--- config.mk ---
export PLATFORM = sky130hd
export DESIGN_NAME = ucc_top
export DESIGN_NICKNAME = d
export VERILOG_FILES = /design/src/rtl/ucc_pkg.sv /design/src/rtl/ucc_clk_dec.sv /design/src/rtl/ucc_cmd_dec.sv /design/src/rtl/ucc_top.sv
export SDC_FILE = /design/constraint.sdc
export NUM_CORES = 1
export LEC_CHECK = 0
export ABC_AREA = 1
export BUFFER_PORTS_ARGS = -buffer_cell sky130_fd_sc_hd__buf_4
export CAP_MARGIN = 10
export CORE_MARGIN = 4
export CORE_UTILIZATION = 36
export CTS_BUF_LIST = sky130_fd_sc_hd__clkbuf_8 sky130_fd_sc_hd__clkbuf_16
export DETAILED_ROUTE_END_ITERATION = 8
export PLACE_DENSITY = 0.65
export REMOVE_ABC_BUFFERS = 1
export SLEW_MARGIN = 10
export SYNTH_ARGS = -nofsm -noshare
export SYNTH_HDL_FRONTEND = slang
export SYNTH_HIERARCHICAL = 1
export SYNTH_SLANG_ARGS = --single-unit
--- constraint.sdc ---
create_clock -name clk_sys_in -period 1.94 [get_ports clk_sys_in]
set_input_delay 0.194 -clock clk_sys_in [delete_from_list [all_inputs] [get_ports clk_sys_in]]
set_output_delay 0.194 -clock clk_sys_in [all_outputs]
set_load 0.01 [all_outputs]
--- src/rtl/ucc_pkg.sv ---
// shared constants and types for the channel command and clock select block
package ucc_pkg;

  // register offsets on the parallel bus
  localparam logic [3:0] UCC_OFS_CLK_SEL_A = 4'h1;
  localparam logic [3:0] UCC_OFS_CMD_A     = 4'h2;
  localparam logic [3:0] UCC_OFS_CLK_SEL_B = 4'h9;
  localparam logic [3:0] UCC_OFS_CMD_B     = 4'hA;

  // command and clock select register field positions
  localparam int UCC_BIT_RX_ON   = 0;
  localparam int UCC_BIT_RX_OFF  = 1;
  localparam int UCC_BIT_TX_ON   = 2;
  localparam int UCC_BIT_TX_OFF  = 3;
  localparam int UCC_CMD_LSB     = 4;
  localparam int UCC_RX_SEL_LSB  = 4;
  localparam int UCC_TX_SEL_LSB  = 0;

  // miscellaneous command codes
  localparam logic [3:0] UCC_CMD_NONE       = 4'h0;
  localparam logic [3:0] UCC_CMD_MR_PTR_RST = 4'h1;
  localparam logic [3:0] UCC_CMD_RX_RST     = 4'h2;
  localparam logic [3:0] UCC_CMD_TX_RST     = 4'h3;
  localparam logic [3:0] UCC_CMD_ERR_CLR    = 4'h4;
  localparam logic [3:0] UCC_CMD_BRK_CLR    = 4'h5;
  localparam logic [3:0] UCC_CMD_PD_ON      = 4'hE;
  localparam logic [3:0] UCC_CMD_PD_OFF     = 4'hF;

  // clock select codes
  localparam logic [3:0] UCC_SEL_TIMER  = 4'hD;
  localparam logic [3:0] UCC_SEL_PIN16  = 4'hE;
  localparam logic [3:0] UCC_SEL_PIN1   = 4'hF;

  // values after reset
  localparam logic [7:0] UCC_RST_CLK_SEL = 8'h00;
  localparam logic [1:0] UCC_RST_CHAN    = 2'h0;
  localparam logic       UCC_RST_BIT     = 1'b0;

  typedef enum logic [2:0] {
    UCC_SRC_TABLE = 3'b001,
    UCC_SRC_TIMER = 3'b010,
    UCC_SRC_PIN   = 3'b100
  } ucc_src_t;

endpackage

--- src/rtl/ucc_clk_dec.sv ---
// decodes one four-bit clock select field into source and rate multiple
`timescale 1ns/10ps
`default_nettype none
module ucc_clk_dec
  import ucc_pkg::*;
(
  input  wire logic [3:0] sel_in,   // clock select field
  output ucc_src_t        src_out,  // chosen clock source
  output logic            x1_out    // clock is 1x bit rate
);

  assign src_out = (sel_in == UCC_SEL_PIN16 || sel_in == UCC_SEL_PIN1) ? UCC_SRC_PIN :
                   (sel_in == UCC_SEL_TIMER) ? UCC_SRC_TIMER : UCC_SRC_TABLE;
  // only the pin 1x code runs at one times
  assign x1_out = (sel_in == UCC_SEL_PIN1);

endmodule
`default_nettype wire

--- src/rtl/ucc_cmd_dec.sv ---
// decodes one command register write into channel actions
`timescale 1ns/10ps
`default_nettype none
module ucc_cmd_dec
  import ucc_pkg::*;
(
  input  wire logic       take_in,     // write to this channel this cycle
  input  wire logic [7:0] data_in,     // written byte
  input  wire logic       has_pd_in,   // channel owns power-down codes
  output logic            tx_on_out,   // enable transmitter
  output logic            tx_off_out,  // disable transmitter
  output logic            rx_on_out,   // enable receiver
  output logic            rx_off_out,  // disable receiver
  output logic            mr_rst_out,  // mode pointer reset
  output logic            rx_rst_out,  // receiver reset
  output logic            tx_rst_out,  // transmitter reset
  output logic            err_clr_out, // error status clear
  output logic            brk_clr_out, // break change clear
  output logic            pd_on_out,   // power-down on
  output logic            pd_off_out   // power-down off
);

  wire logic [3:0] code = data_in[UCC_CMD_LSB +: 4];

  assign tx_on_out  = take_in & data_in[UCC_BIT_TX_ON];
  assign tx_off_out = take_in & data_in[UCC_BIT_TX_OFF];
  assign rx_on_out  = take_in & data_in[UCC_BIT_RX_ON];
  assign rx_off_out = take_in & data_in[UCC_BIT_RX_OFF];
  // code zero yields no pulse at all
  assign mr_rst_out  = take_in & (code == UCC_CMD_MR_PTR_RST);
  assign rx_rst_out  = take_in & (code == UCC_CMD_RX_RST);
  assign tx_rst_out  = take_in & (code == UCC_CMD_TX_RST);
  assign err_clr_out = take_in & (code == UCC_CMD_ERR_CLR);
  assign brk_clr_out = take_in & (code == UCC_CMD_BRK_CLR);
  // power-down codes ignored on channel b
  assign pd_on_out  = take_in & has_pd_in & (code == UCC_CMD_PD_ON);
  assign pd_off_out = take_in & has_pd_in & (code == UCC_CMD_PD_OFF);

endmodule
`default_nettype wire

--- src/rtl/ucc_top.sv ---
// channel command decode and baud clock source select for both channels
`timescale 1ns/10ps
`default_nettype none
// How it works
// - channel b receiver select: table, pin six 16x at 1110, 1x at 1111
// - channel b receiver clock is 16x except code 1111
// - channel b transmitter select: table, pin five 16x at 1110, 1x at 1111
// - channel b transmitter clock is 16x except code 1111
// - command byte: upper code, bits 3..0 tx off, tx on, rx off, rx on
// - tx disable clears ready and empty, but drains pending characters
// - tx enable starts transmitter, flags set when it is idle
// - rx disable stops at once, status and controls untouched
// - multi-drop mode keeps receiver running while disabled
// - rx enable activates and forces start-bit search unless wake-up mode
// - code 0000 does nothing, 0001 resets mode register pointer
// - code 0010 resets receiver like hardware reset, disabled and flushed
// - code 0011 resets transmitter like hardware reset
// - code 0100 clears break, framing, parity and overrun flags
// - code 0101 clears break-detect-change interrupt flag
// - channel a mirrors b with pins four and three
// - codes 0000..1100 pick table rates, 1101 picks counter/timer
// - channel b decodes like a but ignores power-down codes
module ucc_top
  import ucc_pkg::*;
(
  input  wire logic       clk_sys_in,          // crystal clock domain
  input  wire logic       arst_n_in,           // async reset, active low
  input  wire logic       ce_in,               // clock enable, freezes all state
  input  wire logic       bus_cs_n_in,         // chip select, active low
  input  wire logic       bus_wr_n_in,         // write strobe, active low
  input  wire logic [3:0] bus_addr_in,         // register offset
  input  wire logic [7:0] bus_data_in,         // write data
  input  wire logic       input_pin_three,     // channel a tx external clock
  input  wire logic       input_pin_four,      // channel a rx external clock
  input  wire logic       input_pin_five,      // channel b tx external clock
  input  wire logic       input_pin_six,       // channel b rx external clock
  input  wire logic [1:0] tx_idle_in,          // per channel: nothing to send
  input  wire logic [1:0] tx_fifo_full_in,     // per channel: tx fifo full
  input  wire logic [1:0] multidrop_in,        // per channel: multi-drop mode
  input  wire logic [1:0] wakeup_in,           // per channel: wake-up mode
  output logic      [1:0] tx_enable_out,       // transmitter enabled
  output logic      [1:0] tx_active_out,       // transmitter running or draining
  output logic      [1:0] tx_ready_flag_out,   // transmitter ready status
  output logic      [1:0] tx_empty_flag_out,   // transmitter empty status
  output logic      [1:0] rx_enable_out,       // receiver enabled by command
  output logic      [1:0] rx_run_out,          // receiver operating
  output logic      [1:0] rx_hunt_out,         // pulse: search for start bit
  output logic      [1:0] rx_reset_out,        // pulse: receiver reset and flush
  output logic      [1:0] tx_reset_out,        // pulse: transmitter reset
  output logic      [1:0] err_clear_out,       // pulse: clear status bits 7..4
  output logic      [1:0] brk_chg_clear_out,   // pulse: clear break change flag
  output logic      [1:0] mr_ptr_reset_out,    // pulse: point to first mode reg
  output logic            power_down_out,      // oscillator power-down request
  output logic      [7:0] rx_table_code_out,   // rx select per channel, b high
  output logic      [7:0] tx_table_code_out,   // tx select per channel, b high
  output logic      [1:0] rx_use_timer_out,    // rx clocked by counter/timer
  output logic      [1:0] tx_use_timer_out,    // tx clocked by counter/timer
  output logic      [1:0] rx_use_pin_out,      // rx clocked by its input pin
  output logic      [1:0] tx_use_pin_out,      // tx clocked by its input pin
  output logic      [1:0] rx_clk_1x_out,       // rx clock is 1x bit rate
  output logic      [1:0] tx_clk_1x_out,       // tx clock is 1x bit rate
  output logic      [1:0] rx_pin_clk_out,      // selected rx pin level
  output logic      [1:0] tx_pin_clk_out       // selected tx pin level
);

  logic       strobe_q_reg;
  logic [7:0] chan_a_clk_select_reg;
  logic [7:0] chan_b_clk_select_reg;
  logic [1:0] tx_en_reg,   tx_en_next;
  logic [1:0] rx_en_reg,   rx_en_next;
  logic [1:0] tx_rdy_reg,  tx_rdy_next;
  logic [1:0] tx_emp_reg,  tx_emp_next;
  logic [1:0] tx_act_reg,  tx_act_next;
  logic [1:0] rx_run_reg,  rx_run_next;
  logic [1:0] hunt_reg,    hunt_next;
  logic [1:0] rx_rst_reg,  tx_rst_reg;
  logic [1:0] err_clr_reg, brk_clr_reg, mr_rst_reg;
  logic       pd_reg,      pd_next;
  logic [1:0] rx_tim_reg,  tx_tim_reg, rx_pin_reg, tx_pin_reg;
  logic [1:0] rx_x1_reg,   tx_x1_reg,  rx_pclk_reg, tx_pclk_reg;

  // a write is taken once per strobe, on the first cycle it is seen low
  wire logic wr_strobe = ~bus_cs_n_in & ~bus_wr_n_in;
  wire logic wr_take   = wr_strobe & ~strobe_q_reg;
  wire logic wr_csa    = wr_take & (bus_addr_in == UCC_OFS_CLK_SEL_A);
  wire logic wr_csb    = wr_take & (bus_addr_in == UCC_OFS_CLK_SEL_B);
  wire logic [1:0] wr_cmd;
  assign wr_cmd[0] = wr_take & (bus_addr_in == UCC_OFS_CMD_A);
  assign wr_cmd[1] = wr_take & (bus_addr_in == UCC_OFS_CMD_B);

  wire logic [1:0] tx_on, tx_off, rx_on, rx_off, mr_rst, rx_rst, tx_rst;
  wire logic [1:0] err_clr, brk_clr, pd_on, pd_off;

  // clock select field views, index 0 channel a, 1 channel b
  wire logic [3:0] rx_sel [2];
  wire logic [3:0] tx_sel [2];
  assign rx_sel[0] = chan_a_clk_select_reg[UCC_RX_SEL_LSB +: 4];
  assign rx_sel[1] = chan_b_clk_select_reg[UCC_RX_SEL_LSB +: 4];
  assign tx_sel[0] = chan_a_clk_select_reg[UCC_TX_SEL_LSB +: 4];
  assign tx_sel[1] = chan_b_clk_select_reg[UCC_TX_SEL_LSB +: 4];
  // fixed pin per direction and channel
  wire logic [1:0] rx_pin_lvl = {input_pin_six, input_pin_four};
  wire logic [1:0] tx_pin_lvl = {input_pin_five, input_pin_three};

  ucc_src_t   rx_src [2];
  ucc_src_t   tx_src [2];
  wire logic [1:0] rx_x1, tx_x1;

  genvar ch;
  generate
    for (ch = 0; ch < 2; ch++) begin : g_chan
      ucc_cmd_dec u_cmd (
        .take_in     (wr_cmd[ch]),
        .data_in     (bus_data_in),
        .has_pd_in   (ch == 0),
        .tx_on_out   (tx_on[ch]),
        .tx_off_out  (tx_off[ch]),
        .rx_on_out   (rx_on[ch]),
        .rx_off_out  (rx_off[ch]),
        .mr_rst_out  (mr_rst[ch]),
        .rx_rst_out  (rx_rst[ch]),
        .tx_rst_out  (tx_rst[ch]),
        .err_clr_out (err_clr[ch]),
        .brk_clr_out (brk_clr[ch]),
        .pd_on_out   (pd_on[ch]),
        .pd_off_out  (pd_off[ch])
      );
      ucc_clk_dec u_rx_clk (
        .sel_in  (rx_sel[ch]),
        .src_out (rx_src[ch]),
        .x1_out  (rx_x1[ch])
      );
      ucc_clk_dec u_tx_clk (
        .sel_in  (tx_sel[ch]),
        .src_out (tx_src[ch]),
        .x1_out  (tx_x1[ch])
      );

      // disable wins, and resets act like disable
      assign tx_en_next[ch] = (tx_off[ch] | tx_rst[ch]) ? 1'b0 :
                              tx_on[ch] ? 1'b1 : tx_en_reg[ch];
      assign rx_en_next[ch] = (rx_off[ch] | rx_rst[ch]) ? 1'b0 :
                              rx_on[ch] ? 1'b1 : rx_en_reg[ch];
      // flags only while enabled, cleared on disable
      assign tx_rdy_next[ch] = tx_en_next[ch] & ~tx_fifo_full_in[ch];
      assign tx_emp_next[ch] = tx_en_next[ch] & tx_idle_in[ch];
      // disabled transmitter still drains, a reset stops it
      assign tx_act_next[ch] = tx_en_next[ch] | (~tx_rst[ch] & ~tx_idle_in[ch]);
      // stop at once unless multi-drop keeps it going
      assign rx_run_next[ch] = rx_en_next[ch] | (multidrop_in[ch] & ~rx_rst[ch]);
      // start-bit search on enable outside wake-up mode
      assign hunt_next[ch] = rx_on[ch] & ~rx_off[ch] & ~rx_rst[ch] & ~wakeup_in[ch];
    end
  endgenerate

  // only channel a can change the power-down state
  assign pd_next = pd_off[0] ? 1'b0 : pd_on[0] ? 1'b1 : pd_reg;

  always_ff @(posedge clk_sys_in or negedge arst_n_in) begin
    if (!arst_n_in) begin
      strobe_q_reg          <= UCC_RST_BIT;
      chan_a_clk_select_reg <= UCC_RST_CLK_SEL;
      chan_b_clk_select_reg <= UCC_RST_CLK_SEL;
    end else if (ce_in) begin
      strobe_q_reg <= wr_strobe;
      if (wr_csa) begin
        chan_a_clk_select_reg <= bus_data_in;
      end
      if (wr_csb) begin
        chan_b_clk_select_reg <= bus_data_in;
      end
    end
  end

  always_ff @(posedge clk_sys_in or negedge arst_n_in) begin
    if (!arst_n_in) begin
      tx_en_reg  <= UCC_RST_CHAN;
      rx_en_reg  <= UCC_RST_CHAN;
      tx_rdy_reg <= UCC_RST_CHAN;
      tx_emp_reg <= UCC_RST_CHAN;
      tx_act_reg <= UCC_RST_CHAN;
      rx_run_reg <= UCC_RST_CHAN;
      pd_reg     <= UCC_RST_BIT;
    end else if (ce_in) begin
      tx_en_reg  <= tx_en_next;
      rx_en_reg  <= rx_en_next;
      tx_rdy_reg <= tx_rdy_next;
      tx_emp_reg <= tx_emp_next;
      tx_act_reg <= tx_act_next;
      rx_run_reg <= rx_run_next;
      pd_reg     <= pd_next;
    end
  end

  // one-cycle command pulses
  always_ff @(posedge clk_sys_in or negedge arst_n_in) begin
    if (!arst_n_in) begin
      hunt_reg    <= UCC_RST_CHAN;
      rx_rst_reg  <= UCC_RST_CHAN;
      tx_rst_reg  <= UCC_RST_CHAN;
      err_clr_reg <= UCC_RST_CHAN;
      brk_clr_reg <= UCC_RST_CHAN;
      mr_rst_reg  <= UCC_RST_CHAN;
    end else if (ce_in) begin
      hunt_reg    <= hunt_next;
      rx_rst_reg  <= rx_rst;
      tx_rst_reg  <= tx_rst;
      err_clr_reg <= err_clr;
      brk_clr_reg <= brk_clr;
      mr_rst_reg  <= mr_rst;
    end
  end

  // clock source outputs re-registered so every output leaves a flop
  always_ff @(posedge clk_sys_in or negedge arst_n_in) begin
    if (!arst_n_in) begin
      rx_tim_reg  <= UCC_RST_CHAN;
      tx_tim_reg  <= UCC_RST_CHAN;
      rx_pin_reg  <= UCC_RST_CHAN;
      tx_pin_reg  <= UCC_RST_CHAN;
      rx_x1_reg   <= UCC_RST_CHAN;
      tx_x1_reg   <= UCC_RST_CHAN;
      rx_pclk_reg <= UCC_RST_CHAN;
      tx_pclk_reg <= UCC_RST_CHAN;
    end else if (ce_in) begin
      for (int i = 0; i < 2; i++) begin
        rx_tim_reg[i]  <= (rx_src[i] == UCC_SRC_TIMER);
        tx_tim_reg[i]  <= (tx_src[i] == UCC_SRC_TIMER);
        rx_pin_reg[i]  <= (rx_src[i] == UCC_SRC_PIN);
        tx_pin_reg[i]  <= (tx_src[i] == UCC_SRC_PIN);
        rx_x1_reg[i]   <= rx_x1[i];
        tx_x1_reg[i]   <= tx_x1[i];
        // gated pin clock, low when the pin is not selected
        rx_pclk_reg[i] <= (rx_src[i] == UCC_SRC_PIN) & rx_pin_lvl[i];
        tx_pclk_reg[i] <= (tx_src[i] == UCC_SRC_PIN) & tx_pin_lvl[i];
      end
    end
  end

  assign tx_enable_out     = tx_en_reg;
  assign tx_active_out     = tx_act_reg;
  assign tx_ready_flag_out = tx_rdy_reg;
  assign tx_empty_flag_out = tx_emp_reg;
  assign rx_enable_out     = rx_en_reg;
  assign rx_run_out        = rx_run_reg;
  assign rx_hunt_out       = hunt_reg;
  assign rx_reset_out      = rx_rst_reg;
  assign tx_reset_out      = tx_rst_reg;
  assign err_clear_out     = err_clr_reg;
  assign brk_chg_clear_out = brk_clr_reg;
  assign mr_ptr_reset_out  = mr_rst_reg;
  assign power_down_out    = pd_reg;
  assign rx_table_code_out = {rx_sel[1], rx_sel[0]};
  assign tx_table_code_out = {tx_sel[1], tx_sel[0]};
  assign rx_use_timer_out  = rx_tim_reg;
  assign tx_use_timer_out  = tx_tim_reg;
  assign rx_use_pin_out    = rx_pin_reg;
  assign tx_use_pin_out    = tx_pin_reg;
  assign rx_clk_1x_out     = rx_x1_reg;
  assign tx_clk_1x_out     = tx_x1_reg;
  assign rx_pin_clk_out    = rx_pclk_reg;
  assign tx_pin_clk_out    = tx_pclk_reg;

  a_dis_wins_tx: assert property (
    @(posedge clk_sys_in) disable iff (!arst_n_in)
    ce_in && wr_cmd[1] && bus_data_in[UCC_BIT_TX_OFF] |=> !tx_enable_out[1])
    else $error("tx disable did not win on channel b");

  a_tx_flags_clear: assert property (
    @(posedge clk_sys_in) disable iff (!arst_n_in)
    ce_in && wr_cmd[0] && bus_data_in[UCC_BIT_TX_OFF]
      |=> !tx_ready_flag_out[0] && !tx_empty_flag_out[0])
    else $error("tx flags not cleared on disable");

  a_tx_drain: assert property (
    @(posedge clk_sys_in) disable iff (!arst_n_in)
    ce_in && !tx_idle_in[0] && !tx_rst[0] |=> tx_active_out[0])
    else $error("transmitter stopped with data pending");

  a_tx_flags_set: assert property (
    @(posedge clk_sys_in) disable iff (!arst_n_in)
    ce_in && tx_en_next[1] && tx_idle_in[1] && !tx_fifo_full_in[1]
      |=> tx_ready_flag_out[1] && tx_empty_flag_out[1])
    else $error("tx flags not set when idle and enabled");

  a_rx_hunt_pulse: assert property (
    @(posedge clk_sys_in) disable iff (!arst_n_in)
    ce_in && wr_cmd[0] && bus_data_in[UCC_BIT_RX_ON] && !bus_data_in[UCC_BIT_RX_OFF]
      && bus_data_in[UCC_CMD_LSB +: 4] != UCC_CMD_RX_RST && !wakeup_in[0]
      |=> rx_hunt_out[0] && rx_enable_out[0])
    else $error("receiver enable missed start-bit search");

  a_rx_reset_dis: assert property (
    @(posedge clk_sys_in) disable iff (!arst_n_in)
    ce_in && wr_cmd[1] && bus_data_in[UCC_CMD_LSB +: 4] == UCC_CMD_RX_RST
      |=> (rx_reset_out[1] && !rx_enable_out[1]) ##1 (!rx_reset_out[1] || !$past(ce_in)))
    else $error("receiver reset pulse or disable wrong");

  a_multidrop_run: assert property (
    @(posedge clk_sys_in) disable iff (!arst_n_in)
    ce_in && multidrop_in[1] && !rx_rst[1] |=> rx_run_out[1])
    else $error("multi-drop receiver stopped");

  a_pd_b_ignored: assert property (
    @(posedge clk_sys_in) disable iff (!arst_n_in)
    ce_in && !wr_cmd[0] |=> $stable(power_down_out))
    else $error("power-down changed without channel a write");

  a_pin_1x_sel: assert property (
    @(posedge clk_sys_in) disable iff (!arst_n_in)
    ce_in && wr_csb && bus_data_in[UCC_RX_SEL_LSB +: 4] == UCC_SEL_PIN1
      ##1 ce_in |=> rx_clk_1x_out[1] && rx_use_pin_out[1])
    else $error("rx 1x pin select not applied");

  a_pin_16x_sel: assert property (
    @(posedge clk_sys_in) disable iff (!arst_n_in)
    ce_in && wr_csb && bus_data_in[UCC_TX_SEL_LSB +: 4] == UCC_SEL_PIN16
      ##1 ce_in |=> !tx_clk_1x_out[1] && tx_use_pin_out[1])
    else $error("tx 16x pin select not applied");

endmodule
`default_nettype wire

==> out/results.ini <==
[outcome]
status=finished clean

[clock_tree]
clockBufferDepth=2
clkSinkCount=58
numCtsBuffers=9
htreeDepth=3
root_buffer=clkbuf_8
cts_tree=built
clk_pin_slew_ns=0.07
insertion_delay_ns=0.34

[setup_path]
crit_buf_inv=3
cp.required_ns=2.21
crit_top_cell=nand2_1
worstPathArrival_ns=1.87
slowest_delay_ns=0.36
reg2reg_depth=10
path_class=flip-flop to flip-flop
critPathTopFamily=simple AND/OR/NAND/NOR gates
cp_cell_sequence=inv_1 -> nand2_1 -> nor4_1 -> buf_4 -> nand2_1 -> inv_1 -> nor2_1 -> nor2_1 -> nand2_1 -> o21ai_1
path_max_fanout=6
startpoint_type=flip-flop
crit_slowest_cell=dfrtp_1
worstSetupEndpointType=flip-flop
path_depth=10

[timing]
setup_viol=0
setup_tns_ns=0
layout_min_cycle_time_ns=1.60
period_share=0.826
fin_worst_skew_ns=0.00914
slew_headroom=0.521
hold_violations=0
timing.fmax_mhz=624
worst_slew_pin_slew_ns=0.718
slew_violations=0
grt_setup_unrepaired=false

[floorplan]
dieArea_um2=8970
row_count=31
io_pins=86
coreArea_um2=7290
die_w_um=94.7
die_h_um=94.7
start_util=0.371

[power_and_ir_drop]
power.internal_mw=2.09
combPwrFrac=0.137
p_leak_nw=2.04
power_density_nw_per_um2=786
pwr-share-seq=0.470
switching_share=0.275
switching_power_mw=0.791
pwr-share-clk=0.393
total_power_mw=2.88
irDropWorstVdd_mv=0.371

[routing]
initialDrtViolationCount=108
drcViolationCount=0
vias=2495
drtAntennaViolNets=0
viasPerCell=4.55
wl_mm=6.77
first_pass_iters=4
routedWlPerCell_um=12.4

[placed_design]
dp_hpwl_mm=5.00
dpl_cell_area_um2=3460
io_buffers=85
routabilityCongestion=0.803

[finish]
diodes=0
layout.nets=473
utilization=0.503
drive_above_1_share=0.256
fillers=770
design_area_um2=3670
areaGrowthSynthToFinish_pct=35.5
regArea_um2=1450
multi_input_area_um2=1050

[grt]
grt.total_usage=0.159
grt_pass1_vias=2308
grt_overflow_total=0
grt_max_degree=59
antenna_found_initial=0
grt_first_pass_wirelength_mm=11.0

[min_path]
hold_depth=2
hp-class=primary input to flip-flop

[synth]
synth_cells=351
synth.avg_cell_area_um2=7.71
ys_warn_count=6
netlist_area_um2=2710

[run]
cap_violations=0

==> metrics by stage <==
step	hold slack, ns	instances	setup WS (ns)
after floorplan	-0.102	342	0.198
after global placement	0.308	531	0.290
after detailed placement	0.306	531	0.283
after CTS	0.0117	548	0.317
after global routing	0.0317	548	0.0865
final	0.0263	548	0.338
==> timing repair <==
| item | in CTS | in global routing |
|---|---|---|
| hold buffers | 1 | 0 |
| hold endpoints to repair | 58 | 0 |
| resized for setup | 0 | 0 |
| buffers inserted | 0 | 0 |
==> final timing paths <==
kind | from | to | slack, ns
worst max-delay path | strobe_q_reg | tx_ready_flag_out[0] | 0.34
worst min-delay path | tx_fifo_full_in[0] | tx_ready_flag_out[0] | 0.03
worst max register to register | strobe_q_reg | tx_ready_flag_out[0] | 0.34
worst min register to register | rx_clk_1x_out[1] | rx_clk_1x_out[1] | 0.48
max in group asynchronous | arst_n_in | mr_ptr_reset_out[0] | 1.01
min in group asynchronous | arst_n_in | rx_pin_clk_out[0] | 0.46
==> power groups by stage <==
stage | registers (mW) | clock network, mW | logic (mW)
after CTS | 1.36 | 1.16 | 0.403
after global routing | 1.37 | 1.23 | 0.444
after global placement | 1.38 | 0 | 0.393
after detailed placement | 1.38 | 0 | 0.401
after floorplan | 1.40 | 0 | 0.118
final | 1.35 | 1.13 | 0.395
==> routing by layer <==
layer	up-vias	global-route usage	part of all wire
met5	-	0	0
met4	0	0.0325	0.0068
met3	7	0.0582	0.062
met2	60	0.258	0.47
met1	1150	0.203	0.46
li1	1278	-	-
==> area by class of cell <==
type / count / share of cell area
Timing Repair Buffer: 91 / 0.187
Sequential cell: 58 / 0.395
Tap cell: 99 / 0.0338
Clock inverter: 6 / 0.0181
Inverter: 42 / 0.0430
Clock buffer: 10 / 0.0375
Multi-Input combinational cell: 242 / 0.285
==> placed cells by master (no fill, tap or decap), drive strengths merged <==
cell type	n
dlygate4sd3	1
a21o	1
buf	90
a31oi	2
conb	1
nand2	133
bufinv	1
dfrtp	58
nor2	45
a21oi	1
a22oi	1
nor4	2
nand3	24
o211ai	1
nand3b	2
inv	40
nor3	4
o2bb2ai	4
clkinv	4
clkbuf	10
o21ai	21
clkinvlp	3
(Power assumes the default switching activity.)
